===== src/hdl/cfre_params.svh =====
/*
  Named constants for the code flash row erase and write sequencer:
  serial command codes, control register bit positions, core opcodes,
  special register addresses, timing and bus register offsets.
  Assumes it is included by bare name from each design file.
*/
`ifndef CFRE_PARAMS_SVH
`define CFRE_PARAMS_SVH

// ----------------------------------------------------------------
// serial frame
// ----------------------------------------------------------------
`define CFRE_CMD_CORE 4'h0
`define CFRE_CMD_SHIFT_LATCH 4'h2
`define CFRE_CMD_WRITE 4'hC
`define CFRE_CMD_WRITE_INC2 4'hD
`define CFRE_CMD_WRITE_START 4'hF
`define CFRE_CMD_LAST 5'h03
`define CFRE_OUT_FIRST 5'h0C
`define CFRE_FRAME_LAST 5'h13

// ----------------------------------------------------------------
// memory control register bits and special register addresses
// ----------------------------------------------------------------
`define CFRE_MCR_CODE 7
`define CFRE_MCR_CFG 6
`define CFRE_MCR_ERASE 4
`define CFRE_MCR_WRITE_EN 2
`define CFRE_MCR_WR 1
`define CFRE_MCR_RESET 8'h00
`define CFRE_SFR_MCR 8'hA6
`define CFRE_SFR_PTR_U 8'hF8
`define CFRE_SFR_PTR_H 8'hF7
`define CFRE_SFR_PTR_L 8'hF6
`define CFRE_SFR_LATCH 8'hF5

// ----------------------------------------------------------------
// core instruction opcodes
// ----------------------------------------------------------------
`define CFRE_OP_MOVLW 8'h0E
`define CFRE_OP_MOVWF 8'h6E
`define CFRE_OP_CLRF 8'h6A
`define CFRE_OP_MOVF_W 8'h50
`define CFRE_OP_NOP 16'h0000
`define CFRE_OP_BSF 4'h8
`define CFRE_OP_BCF 4'h9

// ----------------------------------------------------------------
// geometry and timing
// ----------------------------------------------------------------
`define CFRE_ROW_SHIFT 6
`define CFRE_PTR_STEP 22'h000002
`define CFRE_CLK_PERIOD_NS 5
`define CFRE_ERASE_TIME_NS 10000
`define CFRE_ERASE_CYCLES \
  ((`CFRE_ERASE_TIME_NS + `CFRE_CLK_PERIOD_NS - 1) / `CFRE_CLK_PERIOD_NS)

// ----------------------------------------------------------------
// bus register map
// ----------------------------------------------------------------
`define CFRE_REG_PROTECT 4'h0
`define CFRE_REG_STATUS 4'h4
`define CFRE_REG_POINTER 4'h8
`define CFRE_RESP_OKAY 2'h0
`define CFRE_RESP_SLVERR 2'h2

`endif


===== src/hdl/cfre_pkg.sv =====
/*
  Types shared by the sequencer files.
  Assumes nothing of its surroundings.
*/
package cfre_pkg;
  typedef logic [21:0] cfre_ptr_t;
  typedef logic [7:0] cfre_byte_t;
  typedef enum {st_idle, st_nop1, st_nop2, st_erasing} cfre_erase_e;
endpackage


===== src/hdl/cfre_link_if.sv =====
/*
  Bundle between the serial front end and the sequencer core.
  Assumes both ends run on the same system clock.
*/
`timescale 1ns/1ps
interface cfre_link_if;
  logic rise;
  logic fall;
  logic cmd_done;
  logic frame_done;
  logic [4:0] bit_idx;
  logic [3:0] cmd;
  logic [15:0] operand;
  logic [7:0] tx_byte;
  modport front(output rise, fall, cmd_done, frame_done, bit_idx, cmd, operand,
    input tx_byte);
  modport core(input rise, fall, cmd_done, frame_done, bit_idx, cmd, operand,
    output tx_byte);
endinterface


===== src/hdl/cfre_serial_front.sv =====
/*
  Serial front end: synchronises the programming clock and data pins,
  assembles 4-bit command and 16-bit operand frames, and shifts the
  table latch out for the shift-out command.
  Assumes the pins are asynchronous and the system clock is far faster.
*/
`timescale 1ns/1ps
`include "cfre_params.svh"
module cfre_serial_front
  import cfre_pkg::*;
(
  input wire logic clock,
  input wire logic reset_n,
  input wire logic prog_clock_pin,
  input wire logic prog_data_in,
  output logic prog_data_out,
  output logic prog_data_oe,
  cfre_link_if.front link
);
  logic clk_s1, clk_s2, clk_s3, dat_s1, dat_s2;
  logic [19:0] shift;
  logic [4:0] idx;
  logic [4:0] out_sel;
  logic rise_w, fall_w, cmd_w, last_w;

  assign rise_w = clk_s2 & ~clk_s3;
  assign fall_w = ~clk_s2 & clk_s3;
  assign cmd_w = fall_w && (idx == `CFRE_CMD_LAST);
  assign last_w = fall_w && (idx == `CFRE_FRAME_LAST);
  assign out_sel = idx - `CFRE_OUT_FIRST;
  assign link.rise = rise_w;
  assign link.fall = fall_w;
  assign link.bit_idx = idx;

  always_ff @(posedge clock or negedge reset_n) begin
    if (!reset_n) begin
      clk_s1 <= 1'b0;
      clk_s2 <= 1'b0;
      clk_s3 <= 1'b0;
      dat_s1 <= 1'b0;
      dat_s2 <= 1'b0;
    end else begin
      clk_s1 <= prog_clock_pin;
      clk_s2 <= clk_s1;
      clk_s3 <= clk_s2;
      dat_s1 <= prog_data_in;
      dat_s2 <= dat_s1;
    end
  end

  // ----------------------------------------------------------------
  // frame assembly, sampled on falling edges, least significant first
  // ----------------------------------------------------------------
  always_ff @(posedge clock or negedge reset_n) begin
    if (!reset_n) begin
      idx <= 5'h00;
      shift <= 20'h00000;
    end else if (fall_w) begin
      idx <= last_w ? 5'h00 : idx + 5'h01;
      shift <= {dat_s2, shift[19:1]};
    end
  end

  always_ff @(posedge clock or negedge reset_n) begin
    if (!reset_n) begin
      link.cmd <= 4'h0;
      link.operand <= 16'h0000;
      link.cmd_done <= 1'b0;
      link.frame_done <= 1'b0;
    end else begin
      link.cmd_done <= cmd_w;
      link.frame_done <= last_w;
      if (cmd_w) link.cmd <= {dat_s2, shift[19:17]};
      if (last_w) link.operand <= {dat_s2, shift[19:5]};
    end
  end

  // ----------------------------------------------------------------
  // shift-out: driven on rising edges of the last eight clocks
  // ----------------------------------------------------------------
  always_ff @(posedge clock or negedge reset_n) begin
    if (!reset_n) begin
      prog_data_out <= 1'b0;
      prog_data_oe <= 1'b0;
    end else if (last_w) begin
      prog_data_oe <= 1'b0;
    end else if (rise_w && link.cmd == `CFRE_CMD_SHIFT_LATCH && idx >= `CFRE_OUT_FIRST) begin
      prog_data_oe <= 1'b1;
      prog_data_out <= link.tx_byte[out_sel[2:0]];
    end
  end

  frame_len_a: assert property (
    @(posedge clock) disable iff (!reset_n)
    link.frame_done |-> (idx == 5'h00 && $past(idx, 2) == `CFRE_FRAME_LAST))
    else $error("frame did not close after twenty bits");
  shift_drive_a: assert property (
    @(posedge clock) disable iff (!reset_n)
    $rose(prog_data_oe) |-> (link.cmd == `CFRE_CMD_SHIFT_LATCH && idx == `CFRE_OUT_FIRST))
    else $error("data pin driven outside the shift-out command");
endmodule // cfre_serial_front


===== src/hdl/cfre_row_erase_write.sv =====
/*
  Code flash row erase and buffered write sequencer, device side.
  Executes the small set of core instructions used by the programmer,
  runs the self-timed row erase and the externally timed programming
  pulse, and exposes protection and status over AXI4-Lite.
  Assumes reset_n is asserted until programming mode is entered, and
  that the flash array obeys the erase and program strobes given here.
*/
// Decided for this implementation: the AXI4-Lite register port and the placing of the registers.
`timescale 1ns/1ps
`include "cfre_params.svh"
module cfre_row_erase_write
  import cfre_pkg::*;
#(
  parameter int WBUF_BYTES = 16,
  parameter int PROT_BLOCKS = 4,
  parameter int BLOCK_SHIFT = 12,
  parameter cfre_ptr_t MEM_BYTES = 22'h004000,
  parameter int ERASE_CYCLES = `CFRE_ERASE_CYCLES
) (
  input wire logic clock,
  input wire logic reset_n,
  input wire logic prog_clock_pin,
  input wire logic prog_data_in,
  output logic prog_data_out,
  output logic prog_data_oe,
  input wire logic [3:0] s_axi_awaddr,
  input wire logic [2:0] s_axi_awprot,
  input wire logic s_axi_awvalid,
  output logic s_axi_awready,
  input wire logic [31:0] s_axi_wdata,
  input wire logic [3:0] s_axi_wstrb,
  input wire logic s_axi_wvalid,
  output logic s_axi_wready,
  output logic [1:0] s_axi_bresp,
  output logic s_axi_bvalid,
  input wire logic s_axi_bready,
  input wire logic [3:0] s_axi_araddr,
  input wire logic [2:0] s_axi_arprot,
  input wire logic s_axi_arvalid,
  output logic s_axi_arready,
  output logic [31:0] s_axi_rdata,
  output logic [1:0] s_axi_rresp,
  output logic s_axi_rvalid,
  input wire logic s_axi_rready,
  output logic flash_erase_busy,
  output cfre_ptr_t flash_row_addr,
  output logic flash_prog_pulse,
  output cfre_ptr_t flash_prog_addr,
  output logic [WBUF_BYTES*8-1:0] flash_prog_data
);
  localparam int BI = $clog2(WBUF_BYTES);
  localparam int PB = $clog2(PROT_BLOCKS);
  localparam int CW = $clog2(ERASE_CYCLES + 1);
  localparam logic [CW-1:0] ERASE_LOAD = CW'(ERASE_CYCLES - 1);

  cfre_link_if link();

  cfre_serial_front u_front (
    .clock(clock),
    .reset_n(reset_n),
    .prog_clock_pin(prog_clock_pin),
    .prog_data_in(prog_data_in),
    .prog_data_out(prog_data_out),
    .prog_data_oe(prog_data_oe),
    .link(link)
  );

  cfre_byte_t w_reg, memory_control_reg, table_latch;
  cfre_ptr_t table_pointer;
  cfre_byte_t wbuf [WBUF_BYTES];
  logic [PROT_BLOCKS-1:0] protect;
  cfre_erase_e state;
  logic [CW-1:0] erase_count;
  logic prog_armed;

  // ----------------------------------------------------------------
  // core instruction decode
  // ----------------------------------------------------------------
  wire [7:0] op_hi = link.operand[15:8];
  wire [7:0] op_lo = link.operand[7:0];
  wire is_core = link.frame_done && link.cmd == `CFRE_CMD_CORE;
  wire is_movlw = is_core && op_hi == `CFRE_OP_MOVLW;
  wire is_movwf = is_core && op_hi == `CFRE_OP_MOVWF;
  wire is_clrf = is_core && op_hi == `CFRE_OP_CLRF;
  wire is_movf = is_core && op_hi == `CFRE_OP_MOVF_W;
  wire is_bsf = is_core && op_hi[7:4] == `CFRE_OP_BSF;
  wire is_bcf = is_core && op_hi[7:4] == `CFRE_OP_BCF;
  wire is_start = link.frame_done && link.cmd == `CFRE_CMD_WRITE_START;
  wire is_twrite = link.frame_done && (link.cmd == `CFRE_CMD_WRITE ||
    link.cmd == `CFRE_CMD_WRITE_INC2 || link.cmd == `CFRE_CMD_WRITE_START);
  wire is_inc2 = link.frame_done && link.cmd == `CFRE_CMD_WRITE_INC2;
  wire [7:0] bit_mask = 8'h01 << op_hi[3:1];
  wire [7:0] wr_mask = 8'h01 << `CFRE_MCR_WR;

  // hardware clear of write start, folded in so a same-cycle BSF/BCF keeps it
  wire wr_clear;
  wire [7:0] mcr_live = wr_clear ? (memory_control_reg & ~wr_mask) : memory_control_reg;
  wire [7:0] sfr_rd =
    (op_lo == `CFRE_SFR_MCR) ? mcr_live :
    (op_lo == `CFRE_SFR_PTR_U) ? {2'h0, table_pointer[21:16]} :
    (op_lo == `CFRE_SFR_PTR_H) ? table_pointer[15:8] :
    (op_lo == `CFRE_SFR_PTR_L) ? table_pointer[7:0] :
    (op_lo == `CFRE_SFR_LATCH) ? table_latch : 8'h00;
  wire sfr_we = is_movwf | is_clrf | is_bsf | is_bcf;
  wire [7:0] sfr_wd = is_movwf ? w_reg :
    is_bsf ? (sfr_rd | bit_mask) :
    is_bcf ? (sfr_rd & ~bit_mask) : 8'h00;
  wire mcr_we = sfr_we && op_lo == `CFRE_SFR_MCR;

  assign link.tx_byte = table_latch;

  // ----------------------------------------------------------------
  // access check: code space, writes enabled, in memory, unprotected
  // ----------------------------------------------------------------
  wire [PB-1:0] blk = table_pointer[BLOCK_SHIFT +: PB];
  wire in_mem = table_pointer < MEM_BYTES;
  wire wr_ok = memory_control_reg[`CFRE_MCR_CODE] & ~memory_control_reg[`CFRE_MCR_CFG] &
    memory_control_reg[`CFRE_MCR_WRITE_EN] & in_mem & ~protect[blk];
  wire erase_ok = wr_ok & memory_control_reg[`CFRE_MCR_ERASE];
  wire nop2_hit = state == st_nop2 && link.cmd_done;
  wire erase_go = nop2_hit && link.cmd == `CFRE_CMD_CORE && erase_ok;
  wire erase_end = state == st_erasing && erase_count == '0;
  assign wr_clear = erase_end || (nop2_hit && !erase_go);
  wire prog_go = prog_armed && link.rise && link.bit_idx == `CFRE_CMD_LAST &&
    state == st_idle;

  // ----------------------------------------------------------------
  // core registers
  // ----------------------------------------------------------------
  always_ff @(posedge clock or negedge reset_n) begin
    if (!reset_n) begin
      w_reg <= 8'h00;
      table_latch <= 8'h00;
    end else begin
      if (is_movlw) w_reg <= op_lo;
      else if (is_movf) w_reg <= sfr_rd;
      if (sfr_we && op_lo == `CFRE_SFR_LATCH) table_latch <= sfr_wd;
    end
  end

  // a software set of write start beats the hardware clear in the same cycle
  always_ff @(posedge clock or negedge reset_n) begin
    if (!reset_n) memory_control_reg <= `CFRE_MCR_RESET;
    else if (mcr_we) memory_control_reg <= sfr_wd;
    else if (wr_clear) memory_control_reg <= mcr_live;
  end

  always_ff @(posedge clock or negedge reset_n) begin
    if (!reset_n) table_pointer <= '0;
    else if (sfr_we && op_lo == `CFRE_SFR_PTR_U) table_pointer[21:16] <= sfr_wd[5:0];
    else if (sfr_we && op_lo == `CFRE_SFR_PTR_H) table_pointer[15:8] <= sfr_wd;
    else if (sfr_we && op_lo == `CFRE_SFR_PTR_L) table_pointer[7:0] <= sfr_wd;
    else if (is_inc2) table_pointer <= table_pointer + `CFRE_PTR_STEP;
  end

  // write buffer: low byte to even address, high byte to odd
  always_ff @(posedge clock) begin
    if (is_twrite) begin
      wbuf[{table_pointer[BI-1:1], 1'b0}] <= op_lo;
      wbuf[{table_pointer[BI-1:1], 1'b1}] <= op_hi;
    end
  end

  always_comb begin
    flash_prog_data = '0;
    for (int i = 0; i < WBUF_BYTES; i++) flash_prog_data[i*8 +: 8] = wbuf[i];
  end

  // ----------------------------------------------------------------
  // self-timed row erase
  // ----------------------------------------------------------------
  always_ff @(posedge clock or negedge reset_n) begin
    if (!reset_n) begin
      state <= st_idle;
      erase_count <= '0;
    end else begin
      case (state)
        st_idle: if (memory_control_reg[`CFRE_MCR_WR] && !prog_armed) state <= st_nop1;
        st_nop1: if (link.frame_done) state <= st_nop2;
        st_nop2: if (link.cmd_done) begin
          state <= erase_go ? st_erasing : st_idle;
          erase_count <= ERASE_LOAD;
        end
        st_erasing: if (erase_end) state <= st_idle;
          else erase_count <= erase_count - 1'b1;
        default: state <= st_idle;
      endcase
    end
  end

  always_ff @(posedge clock or negedge reset_n) begin
    if (!reset_n) begin
      flash_erase_busy <= 1'b0;
      flash_row_addr <= '0;
    end else begin
      if (erase_go) flash_erase_busy <= 1'b1;
      else if (erase_end) flash_erase_busy <= 1'b0;
      if (erase_go) flash_row_addr <= {table_pointer[21:`CFRE_ROW_SHIFT],
        {`CFRE_ROW_SHIFT{1'b0}}};
    end
  end

  // ----------------------------------------------------------------
  // externally timed programming pulse
  // ----------------------------------------------------------------
  // the pulse follows the pin, so its width is whatever the programmer holds
  always_ff @(posedge clock or negedge reset_n) begin
    if (!reset_n) begin
      prog_armed <= 1'b0;
      flash_prog_pulse <= 1'b0;
      flash_prog_addr <= '0;
    end else begin
      if (is_start) prog_armed <= wr_ok;
      else if (prog_go || link.frame_done) prog_armed <= 1'b0;
      if (prog_go) flash_prog_pulse <= 1'b1;
      else if (link.fall) flash_prog_pulse <= 1'b0;
      if (prog_go) flash_prog_addr <= {table_pointer[21:BI], {BI{1'b0}}};
    end
  end

  // ----------------------------------------------------------------
  // AXI4-Lite slave
  // ----------------------------------------------------------------
  logic aw_held, w_held;
  logic [3:0] aw_addr;
  logic [31:0] w_data;
  logic w_lane0;
  wire wr_go = aw_held && w_held && !s_axi_bvalid;
  wire wr_hit = aw_addr == `CFRE_REG_PROTECT;
  wire ar_fire = s_axi_arvalid && s_axi_arready;
  wire rd_hit = s_axi_araddr == `CFRE_REG_PROTECT || s_axi_araddr == `CFRE_REG_STATUS ||
    s_axi_araddr == `CFRE_REG_POINTER;
  wire [31:0] status_word = {21'h000000, prog_armed, flash_prog_pulse, flash_erase_busy,
    memory_control_reg};
  wire [31:0] rd_word =
    (s_axi_araddr == `CFRE_REG_PROTECT) ? 32'(protect) :
    (s_axi_araddr == `CFRE_REG_STATUS) ? status_word :
    (s_axi_araddr == `CFRE_REG_POINTER) ? 32'(table_pointer) : 32'h00000000;

  assign s_axi_awready = !aw_held && !s_axi_bvalid;
  assign s_axi_wready = !w_held && !s_axi_bvalid;
  assign s_axi_arready = !s_axi_rvalid;

  always_ff @(posedge clock or negedge reset_n) begin
    if (!reset_n) begin
      aw_held <= 1'b0;
      w_held <= 1'b0;
      aw_addr <= 4'h0;
      w_data <= 32'h00000000;
      w_lane0 <= 1'b0;
    end else begin
      if (s_axi_awvalid && s_axi_awready) begin
        aw_held <= 1'b1;
        aw_addr <= s_axi_awaddr;
      end else if (wr_go) aw_held <= 1'b0;
      if (s_axi_wvalid && s_axi_wready) begin
        w_held <= 1'b1;
        w_data <= s_axi_wdata;
        w_lane0 <= s_axi_wstrb[0];
      end else if (wr_go) w_held <= 1'b0;
    end
  end

  always_ff @(posedge clock or negedge reset_n) begin
    if (!reset_n) begin
      protect <= '0;
      s_axi_bvalid <= 1'b0;
      s_axi_bresp <= `CFRE_RESP_OKAY;
    end else begin
      if (wr_go && wr_hit && w_lane0) protect <= w_data[PROT_BLOCKS-1:0];
      if (wr_go) begin
        s_axi_bvalid <= 1'b1;
        s_axi_bresp <= wr_hit ? `CFRE_RESP_OKAY : `CFRE_RESP_SLVERR;
      end else if (s_axi_bready) s_axi_bvalid <= 1'b0;
    end
  end

  always_ff @(posedge clock or negedge reset_n) begin
    if (!reset_n) begin
      s_axi_rvalid <= 1'b0;
      s_axi_rdata <= 32'h00000000;
      s_axi_rresp <= `CFRE_RESP_OKAY;
    end else if (ar_fire) begin
      s_axi_rvalid <= 1'b1;
      s_axi_rdata <= rd_word;
      s_axi_rresp <= rd_hit ? `CFRE_RESP_OKAY : `CFRE_RESP_SLVERR;
    end else if (s_axi_rready) s_axi_rvalid <= 1'b0;
  end

  // ----------------------------------------------------------------
  // checks
  // ----------------------------------------------------------------
  mcr_code_bit_a: assert property (
    @(posedge clock) disable iff (!reset_n)
    (is_bsf && op_lo == `CFRE_SFR_MCR && op_hi[3:1] == 3'(`CFRE_MCR_CODE))
    |=> memory_control_reg[`CFRE_MCR_CODE])
    else $error("code select bit not set by its bit-set instruction");
  erase_guard_a: assert property (
    @(posedge clock) disable iff (!reset_n)
    $rose(flash_erase_busy) |-> $past(erase_ok))
    else $error("erase started on a protected or disabled target");
  erase_start_a: assert property (
    @(posedge clock) disable iff (!reset_n)
    (state == st_nop2 && link.cmd_done && link.cmd == `CFRE_CMD_CORE && erase_ok)
    |=> flash_erase_busy ##1 flash_erase_busy)
    else $error("erase did not start on the second no-op");
  erase_hold_a: assert property (
    @(posedge clock) disable iff (!reset_n)
    $rose(flash_erase_busy) |-> flash_erase_busy[*8])
    else $error("row erase ended too early");
  wr_clear_a: assert property (
    @(posedge clock) disable iff (!reset_n)
    $fell(flash_erase_busy) |-> !memory_control_reg[`CFRE_MCR_WR])
    else $error("write start still set after erase completed");
  row_align_a: assert property (
    @(posedge clock) disable iff (!reset_n)
    $rose(flash_erase_busy) |-> (flash_row_addr[`CFRE_ROW_SHIFT-1:0] == '0 &&
    flash_row_addr[21:`CFRE_ROW_SHIFT] == $past(table_pointer[21:`CFRE_ROW_SHIFT])))
    else $error("erased row does not hold the table pointer");
  prog_start_a: assert property (
    @(posedge clock) disable iff (!reset_n)
    prog_go |=> flash_prog_pulse)
    else $error("programming pulse missed the fourth clock");
  prog_end_a: assert property (
    @(posedge clock) disable iff (!reset_n)
    (flash_prog_pulse && link.fall) |=> !flash_prog_pulse)
    else $error("programming pulse outlived the falling clock");
  region_align_a: assert property (
    @(posedge clock) disable iff (!reset_n)
    $rose(flash_prog_pulse) |-> (flash_prog_addr[BI-1:0] == '0 &&
    flash_prog_addr[21:BI] == $past(table_pointer[21:BI])))
    else $error("programmed region does not hold the table pointer");
endmodule // cfre_row_erase_write


===== config.mk =====
export PLATFORM = sky130hd
export DESIGN_NAME = cfre_row_erase_write
export DESIGN_NICKNAME = d
export VERILOG_FILES = /design/src/hdl/cfre_pkg.sv /design/src/hdl/cfre_link_if.sv /design/src/hdl/cfre_serial_front.sv /design/src/hdl/cfre_row_erase_write.sv
export VERILOG_INCLUDE_DIRS = /design/src /design/src/hdl
export SDC_FILE = /design/constraint.sdc
export NUM_CORES = 1
export LEC_CHECK = 0
export BUFFER_PORTS_ARGS = -buffer_cell sky130_fd_sc_hd__buf_2
export CORE_UTILIZATION = 54
export DETAILED_ROUTE_END_ITERATION = 7
export PLACE_DENSITY = 0.79
export SYNTH_ARGS = -nofsm -noshare
export SYNTH_HDL_FRONTEND = slang
export SYNTH_SLANG_ARGS = --single-unit

===== constraint.sdc =====
create_clock -name clock -period 3.35 [get_ports clock]
set_input_delay 0.1675 -clock clock [delete_from_list [all_inputs] [get_ports clock]]
set_output_delay 0.1675 -clock clock [all_outputs]
set_load 0.05 [all_outputs]

-- Word level (Yosys, flattened, before mapping)
Memories as Yosys holds them, arrays and structs flattened.
Index checks and enable logic that the tools add are counted.
- register bits: 233
- bits in latches: 0
- bits in writable memories: 128
- memory bits (read-only): 0
- output and inout bits: 217
- word-level logic and storage cells: 229
- memories kept: 1
- memories (name ; words ; bits a word ; read ports ; clocked after memory_dff ; wr ports ; line ; source):
    wbuf ; 16 ; 8 ; 16 ; 0 ; 2 ; cfre_row_erase_write.sv:71 ; cfre_byte_t wbuf [WBUF_BYTES];
- add/sub/neg operators: 4
- multiply operators: 0
- divide/modulo/power cells: 0
- magnitude comparators: 4
- eq/ne operators: 32
- shift operators: 1
- muxes and demuxes: 55
- bitwise gates (word level): 20
- reduce and logical (&&, ||, !) cells: 75
- operators by type and width (kind ; number):
    $mux 32 ; 4
    $pmux 32 s4 ; 1
    $mux 8 ; 14
    $mux 22 ; 4
    $eq 32x2->1 const B ; 2
    $eq 32x3->1 const B ; 2
    $logic_not 32->1 ; 2
    $eq 8x8->1 const B ; 5
    $logic_and 1x1->1 ; 37
    $eq 32x1->1 const B ; 1
    $reduce_bool 2->1 ; 14
    $eq 4x4->1 const B ; 6
    $eq 8x7->1 const B ; 3
    $add 22x2->22 const B ; 1
    $lt 22x15->1 const B ; 1
    $mux 11 ; 2
    $pmux 11 s2 ; 1
    $mux 1 ; 19
    $mux 14 ; 1
    $logic_not 4->1 ; 3
    $mux 6 ; 2
    $ne 2x2->1 const B ; 6
    $reduce_and 3->1 ; 4
    $logic_not 11->1 ; 1
    27 further kinds ; 55

-- Depth between registers and ports, before layout
- word-level depth: 17
- mapped depth: 9
- depth with buffers taken out: 8

-- Modules after synthesis
Synthesis repeated with hierarchy kept, for this count alone.
- cell total of the unflattened synthesis: 971
- area, all modules: 12814.8 µm²
- by module, submodules not included (module ; times used ; cells an instance ; area an instance (µm²)):
    cfre_row_erase_write ; 1 ; 817 ; 10845.4
    cfre_serial_front ; 1 ; 154 ; 1969.4

-- Least setup slack after synthesis
Ideal clock, no wire load.
- path kind: register to register
- start point: register u_front.link.cmd[1]
- end point: memory wbuf[0][0] (netlist bit), enable pin
- library setup time: 0.409 ns
- data arrival time: 2.173 ns
- required time: 2.941 ns
- path slack: 0.768 ns
- stages on the path, launching flop included: 6
- clock period less this slack: 2.582 ns
- cell sequence: dfrtp_1 -> buf_2 -> inv_1 -> nor2_1 -> or3_1 -> nor3_1
- RTL lines (element ; line ; source):
    start, declared ; cfre_link_if.sv:15 ; modport front(output rise, fall, cmd_done, frame_done, bit_idx, cmd, operand,
    start signal, assigned ; cfre_serial_front.sv:73 ; if (cmd_w) link.cmd <= {dat_s2, shift[19:17]};
    end, declared ; cfre_row_erase_write.sv:71 ;

-- Worst setup path after layout
- start point: register u_front.link.operand[1]
- end point: register table_latch[6] (netlist: link.tx_byte[6])
- cells in the longest elaborated chain, start to end: 10
- elaborated cells between the ends (all ways): 16
- classes of those cells: eq/ne (5); mux (8); bitwise (2); reduce/logical (1)
- RTL lines (element ; line ; source):
    start, declared ; cfre_link_if.sv:15 ;
    start signal, assigned ; cfre_serial_front.sv:74 ; if (last_w) link.operand <= {dat_s2, shift[19:5]};
    $eq 8x8->1 (no source line) ; - ;
    $mux 8 ; cfre_row_erase_write.sv:104 ; (op_lo == `CFRE_SFR_LATCH) ? table_latch : 8'h00;
    $mux 8 ; cfre_row_erase_write.sv:103 ; (op_lo == `CFRE_SFR_PTR_L) ? table_pointer[7:0] :
    $mux 8 ; cfre_row_erase_write.sv:102 ; (op_lo == `CFRE_SFR_PTR_H) ? table_pointer[15:8] :
    $mux 8 ; cfre_row_erase_write.sv:101 ; (op_lo == `CFRE_SFR_PTR_U) ? {2'h0, table_pointer[21:16]} :
    $mux 8 ; cfre_row_erase_write.sv:100 ; (op_lo == `CFRE_SFR_MCR) ? mcr_live :
    $and 8x8->8 ; cfre_row_erase_write.sv:108 ; is_bcf ? (sfr_rd & ~bit_mask) : 8'h00;
    $mux 8 ; cfre_row_erase_write.sv:108 ;
    $mux 8 ; cfre_row_erase_write.sv:107 ; is_bsf ? (sfr_rd | bit_mask) :
    $mux 8 ; cfre_row_erase_write.sv:106 ; wire [7:0] sfr_wd = is_movwf ? w_reg :
    end signal, assigned ; cfre_row_erase_write.sv:138 ; if (sfr_we && op_lo == `CFRE_SFR_LATCH) table_latch <= sfr_wd;
    end, declared ; cfre_row_erase_write.sv:69 ; cfre_byte_t w_reg, memory_control_reg, table_latch;
Parallel ways exist; a longest one is shown, timed or not.
A chain may end at the register's enable or synchronous reset.

==> implementation parameters <==
Parameter                              Value

Status
  Result of the run ... complete, no violations

CTS
  Post CTS Setup Buffer Count ... 0
  Number of clock sinks seen by CTS ... 314
  TritonCTS clock tree ... yes
  Cell chosen for the clock root ... sky130_fd_sc_hd__clkbuf_16
  Buffer depth of the longest clock path ... 3
  Clk_lat worst skew ... 550 ps
  Maximum level of the CTS H-tree ... 1
  CTS Buf Count ... 30
  CTS clock-pin slew for the worst setup and hold paths ... 70 ps

Route
  Drc violations ... 0
  Antenna Violating Nets Remaining ... 0
  Via Count ... 9019
  Top Metal Used ... met4
  Drt wl/cell ... 19.7 µm
  Metal1 wirelength ... 12800 µm
  Met2 WL post-DR ... 15300 µm
  Total length of routed wires ... 31500 µm
  First DRT Iteration DRCs ... 819
  Routed met3 length ... 2460 µm
  Number of search-and-repair iterations in the first detailed-routing pass ... 5
  Detailed-route vias per instance ... 5.65

Setup path
  Worst R2R Start ... u_front.link.operand[1]
  Arr. time, crit path ... 3120 ps
  Crit Path Category ... reg2reg
  Number of cell instances on the worst register-to-register path ... 6
  Slack of the worst reg-to-reg path ... 630 ps
  Highest net fanout along the worst path ... 14
  Crit path cell chain ... nand4b_1 > o221ai_1 > o2bb2ai_1 > a21o_1 > a32oi_1 > a21oi_1
  Critical-path cell with the highest stage delay ... sky130_fd_sc_hd__dfrtp_1
  Worst Setup Start Kind ... flop
  Maximum cell stage delay along the critical path ... 720 ps
  Capturing element type of the critical path ... flop
  Reg2reg end ... link.tx_byte[6]
  Critical Path RT ... 3750 ps

Floorplan
  Effective utilization at floorplan ... 55.7%
  Chip height ... 156 µm
  Row count ... 55
  Number of primary I/O pins ... 276
  Total Die Area ... 24200 µm²
  Core box area ... 22900 µm²
  Horizontal die dimension ... 156 µm

STA
  Worst Tran Pin Value ... 913 ps
  Final setup violation count ... 0
  Maximum clock frequency ... 368 MHz
  Slew margin rel. ... 38.6%
  Final slew viol count ... 0
  Layout Skew ... 11.9 ps
  Setup repair after global routing missed its margin ... false
  Share of the cycle needed by the critical path after routing ... 81.1%
  Summed negative setup slack over all endpoints ... 0 ps
  Final Critical Period ... 2720 ps
  Hold Violations, Final ... 0

Min path
  WHS Endpoint ... w_held
  Launch instance of the worst min-delay path ... s_axi_wvalid
  Hold path cells ... 3
  Classification of the worst-slack hold path ... in2reg

Placement
  Port buffer count ... 216
  Placement-stage cell area ... 14200 µm²
  # placed instances ... 1524
  Estimated wirelength of the detail-placed design ... 21800 µm
  RePlAce Congestion ... 0.915

Global routing
  Global routing usage summed across all routing layers ... 26.2%
  Sum of overflow across all layers after global routing ... 0
  First-pass GRT wire length ... 48700 µm
  Via count of the first global-routing pass ... 8784
  Antenna violations before repair ... 0
  Largest net degree at the start of global routing ... 89

Yosys
  Netlist area before placement ... 12800 µm²
  Proportion of netlist area held by the largest area contributor ... 36.5%
  Largest area contributor in the synthesized netlist ... sky130_fd_sc_hd__dfrtp_1
  Fraction of registers with async set or reset after synthesis ... 59.2%
  Top cells by area, synth ... sky130_fd_sc_hd__dfrtp_1 (36%), sky130_fd_sc_hd__edfxtp_1 (30%), sky130_fd_sc_hd__nand2_1 (4.9%)
  Top_reg_cell synth ... sky130_fd_sc_hd__dfrtp_1
  Warning count from the yosys run ... 0
  Number of flip-flops and latches in the synthesized netlist ... 314
  Sequential-to-total area share from yosys stat ... 66.6%
  Instance count of the mapped netlist ... 1010
  Number of enable-type register cells in the synthesized netlist ... 128
  Unique cell type count in the Yosys netlist ... 73
  Mean Syn Cell Area ... 12.6 µm²

Layout
  Ratio of cells with drive above 1 in the final layout ... 28.2%
  Area growth syn-to-layout ... 20.3%
  Number of flip-flops under the largest register name ... 128
  Count of non-filler cells in the finished layout ... 1597
  Fin nets ... 1321
  Final instance area ... 15400 µm²

Power and ir drop
  Internal power contribution ... 6.36 mW
  Leakage power figure ... 7.25 nW
  P_sw ... 2.07 mW
  Worst voltage drop across the vdd grid ... 0.343 mV
  Sequential group share of total power ... 52.2%
  Fraction of power consumed by the clock network ... 39.7%
  Power share of the combinational group ... 8.1%
  Cell Pwr Density ... 549 nW/µm²
  Net Sw Frac ... 24.6%

Job
  Max_cap viols ... 0
worst max-delay path by stage:
stage                                        from                    end  slack, ps  cells after the start
after global routing      u_front.link.operand[1]        link.tx_byte[7]        540                      6
after floorplan               u_front.link.cmd[1]             wbuf[0][0]        770                      5
after global placement    u_front.link.operand[1]  memory_control_reg[6]        830                      6
after CTS                 u_front.link.operand[1]        link.tx_byte[6]        690                      6
after detailed placement  u_front.link.operand[1]        link.tx_byte[6]        760                      6
final                     u_front.link.operand[1]        link.tx_byte[6]        630                      6
through the flow:
step	utilization, %	hold slack, ps	worst slack [ps]	power, mW
after detailed placement	62.0	285	762	5.14
after global routing	67.0	27.8	537	8.70
after floorplan	-	-128	768	4.93
after global placement	62.0	279	826	5.10
final	67.0	22.3	632	8.43
after CTS	67.0	3.98	690	8.46
timing repair:
item | 4_1_cts | 5_1_grt
hold buffers | 16 | 0
resized for setup | 0 | 0
endpoints found under the hold margin | 98 | 0
area by class of cell:
type / count / area, µm²
Antenna cell: 1 / 2.50
Clock buffer: 33 / 783
Clock inverter: 23 / 208
Fill cell: 1669 / 7560
Inverter: 18 / 67.6
Multi-Input combinational cell: 633 / 3930
Sequential cell: 314 / 8500
Tap cell: 313 / 392
Timing Repair Buffer: 262 / 1470
placed cells by master (no fill, tap or decap), types with 5 or more instances in the layout:
cell type                       synthesis  routed
sky130_fd_sc_hd__o211ai_1               6       6
sky130_fd_sc_hd__o21ai_0               26      26
sky130_fd_sc_hd__buf_4                 22      30
sky130_fd_sc_hd__edfxtp_1             128     128
sky130_fd_sc_hd__clkbuf_16              0      31
sky130_fd_sc_hd__dfrtp_1              186     186
sky130_fd_sc_hd__a22oi_1               15      15
sky130_fd_sc_hd__xor2_1                12      12
sky130_fd_sc_hd__conb_1                 1      22
sky130_fd_sc_hd__nand4_1               13      13
sky130_fd_sc_hd__inv_1                 17      17
sky130_fd_sc_hd__clkinv_1               1       6
sky130_fd_sc_hd__nand2b_1               6       6
sky130_fd_sc_hd__nor3_1                 9       7
sky130_fd_sc_hd__a31oi_1                5       5
sky130_fd_sc_hd__nor2_1                71      71
sky130_fd_sc_hd__a22o_1                11      11
sky130_fd_sc_hd__nand2_1              167     167
sky130_fd_sc_hd__buf_2                  5     215
sky130_fd_sc_hd__clkinv_2               0       7
sky130_fd_sc_hd__mux2_2                35      35
sky130_fd_sc_hd__o221ai_1               6       6
sky130_fd_sc_hd__a21o_1                11      11
sky130_fd_sc_hd__mux2i_1                8       8
sky130_fd_sc_hd__and3_1                 9       9
sky130_fd_sc_hd__dlygate4sd3_1          0      16
sky130_fd_sc_hd__and4_1                 5       5
sky130_fd_sc_hd__a21oi_1               43      43
sky130_fd_sc_hd__nor2b_1               21      21
sky130_fd_sc_hd__mux2_4                 8       8
sky130_fd_sc_hd__nand3_1               26      26
sky130_fd_sc_hd__xnor2_1               17      17
cells by family (layout without fill, tap and decap cells):
family,Yosys count,after routing,share of synthesized area (%)
buffers and inverters,84,336,3.30
AO/OA/AOI/OAI,154,154,7.96
XOR/XNOR,29,29,1.99
other,1,23,0.0294
adder cells (fa/ha/maj),3,3,0.294
multiplexers,54,54,5.19
flip-flops,314,314,66.6
AND/OR/NAND/NOR,371,371,14.6
Yosys cell counts, drive strengths merged, types with 12 or more instances:
| cell | n |
|---|---|
| nor2b | 21 |
| mux2 | 43 |
| a22oi | 15 |
| edfxtp | 128 |
| dfrtp | 186 |
| nor2 | 73 |
| a21oi | 43 |
| clkbuf | 32 |
| buf | 34 |
| nand2 | 167 |
| nand4 | 13 |
| xnor2 | 17 |
| xor2 | 12 |
| inv | 17 |
| o21ai | 31 |
| nand3 | 27 |
power groups by stage:
| stage | Clock, mW | Sequential [mW] | Combinational, mW |
|---|---|---|---|
| 2_1_floorplan | 0 | 4.44 | 0.490 |
| 3_3_place_gp | 0 | 4.45 | 0.648 |
| 3_5_place_dp | 0 | 4.47 | 0.670 |
| 4_1_cts | 3.38 | 4.40 | 0.686 |
| 5_1_grt | 3.52 | 4.43 | 0.745 |
| 6_report | 3.35 | 4.40 | 0.682 |
worst max-delay path, delay by kind of cell, from the launching register on:
| family | cells | cell delay [ps] |
|---|---|---|
| AOI/OAI and AO/OA | 5 | 1370 |
| and+or+nand+nor | 1 | 480 |
| DFF | 1 | 720 |
per-layer routing:
metal  GRT usage (%)  vias to the layer above
met4            9.85                        0
met1            34.3                     4385
met5               0                        -
li1                -                     4064
met3            3.56                       89
met2            44.5                      481
Power figures use the tool's default switching activity.
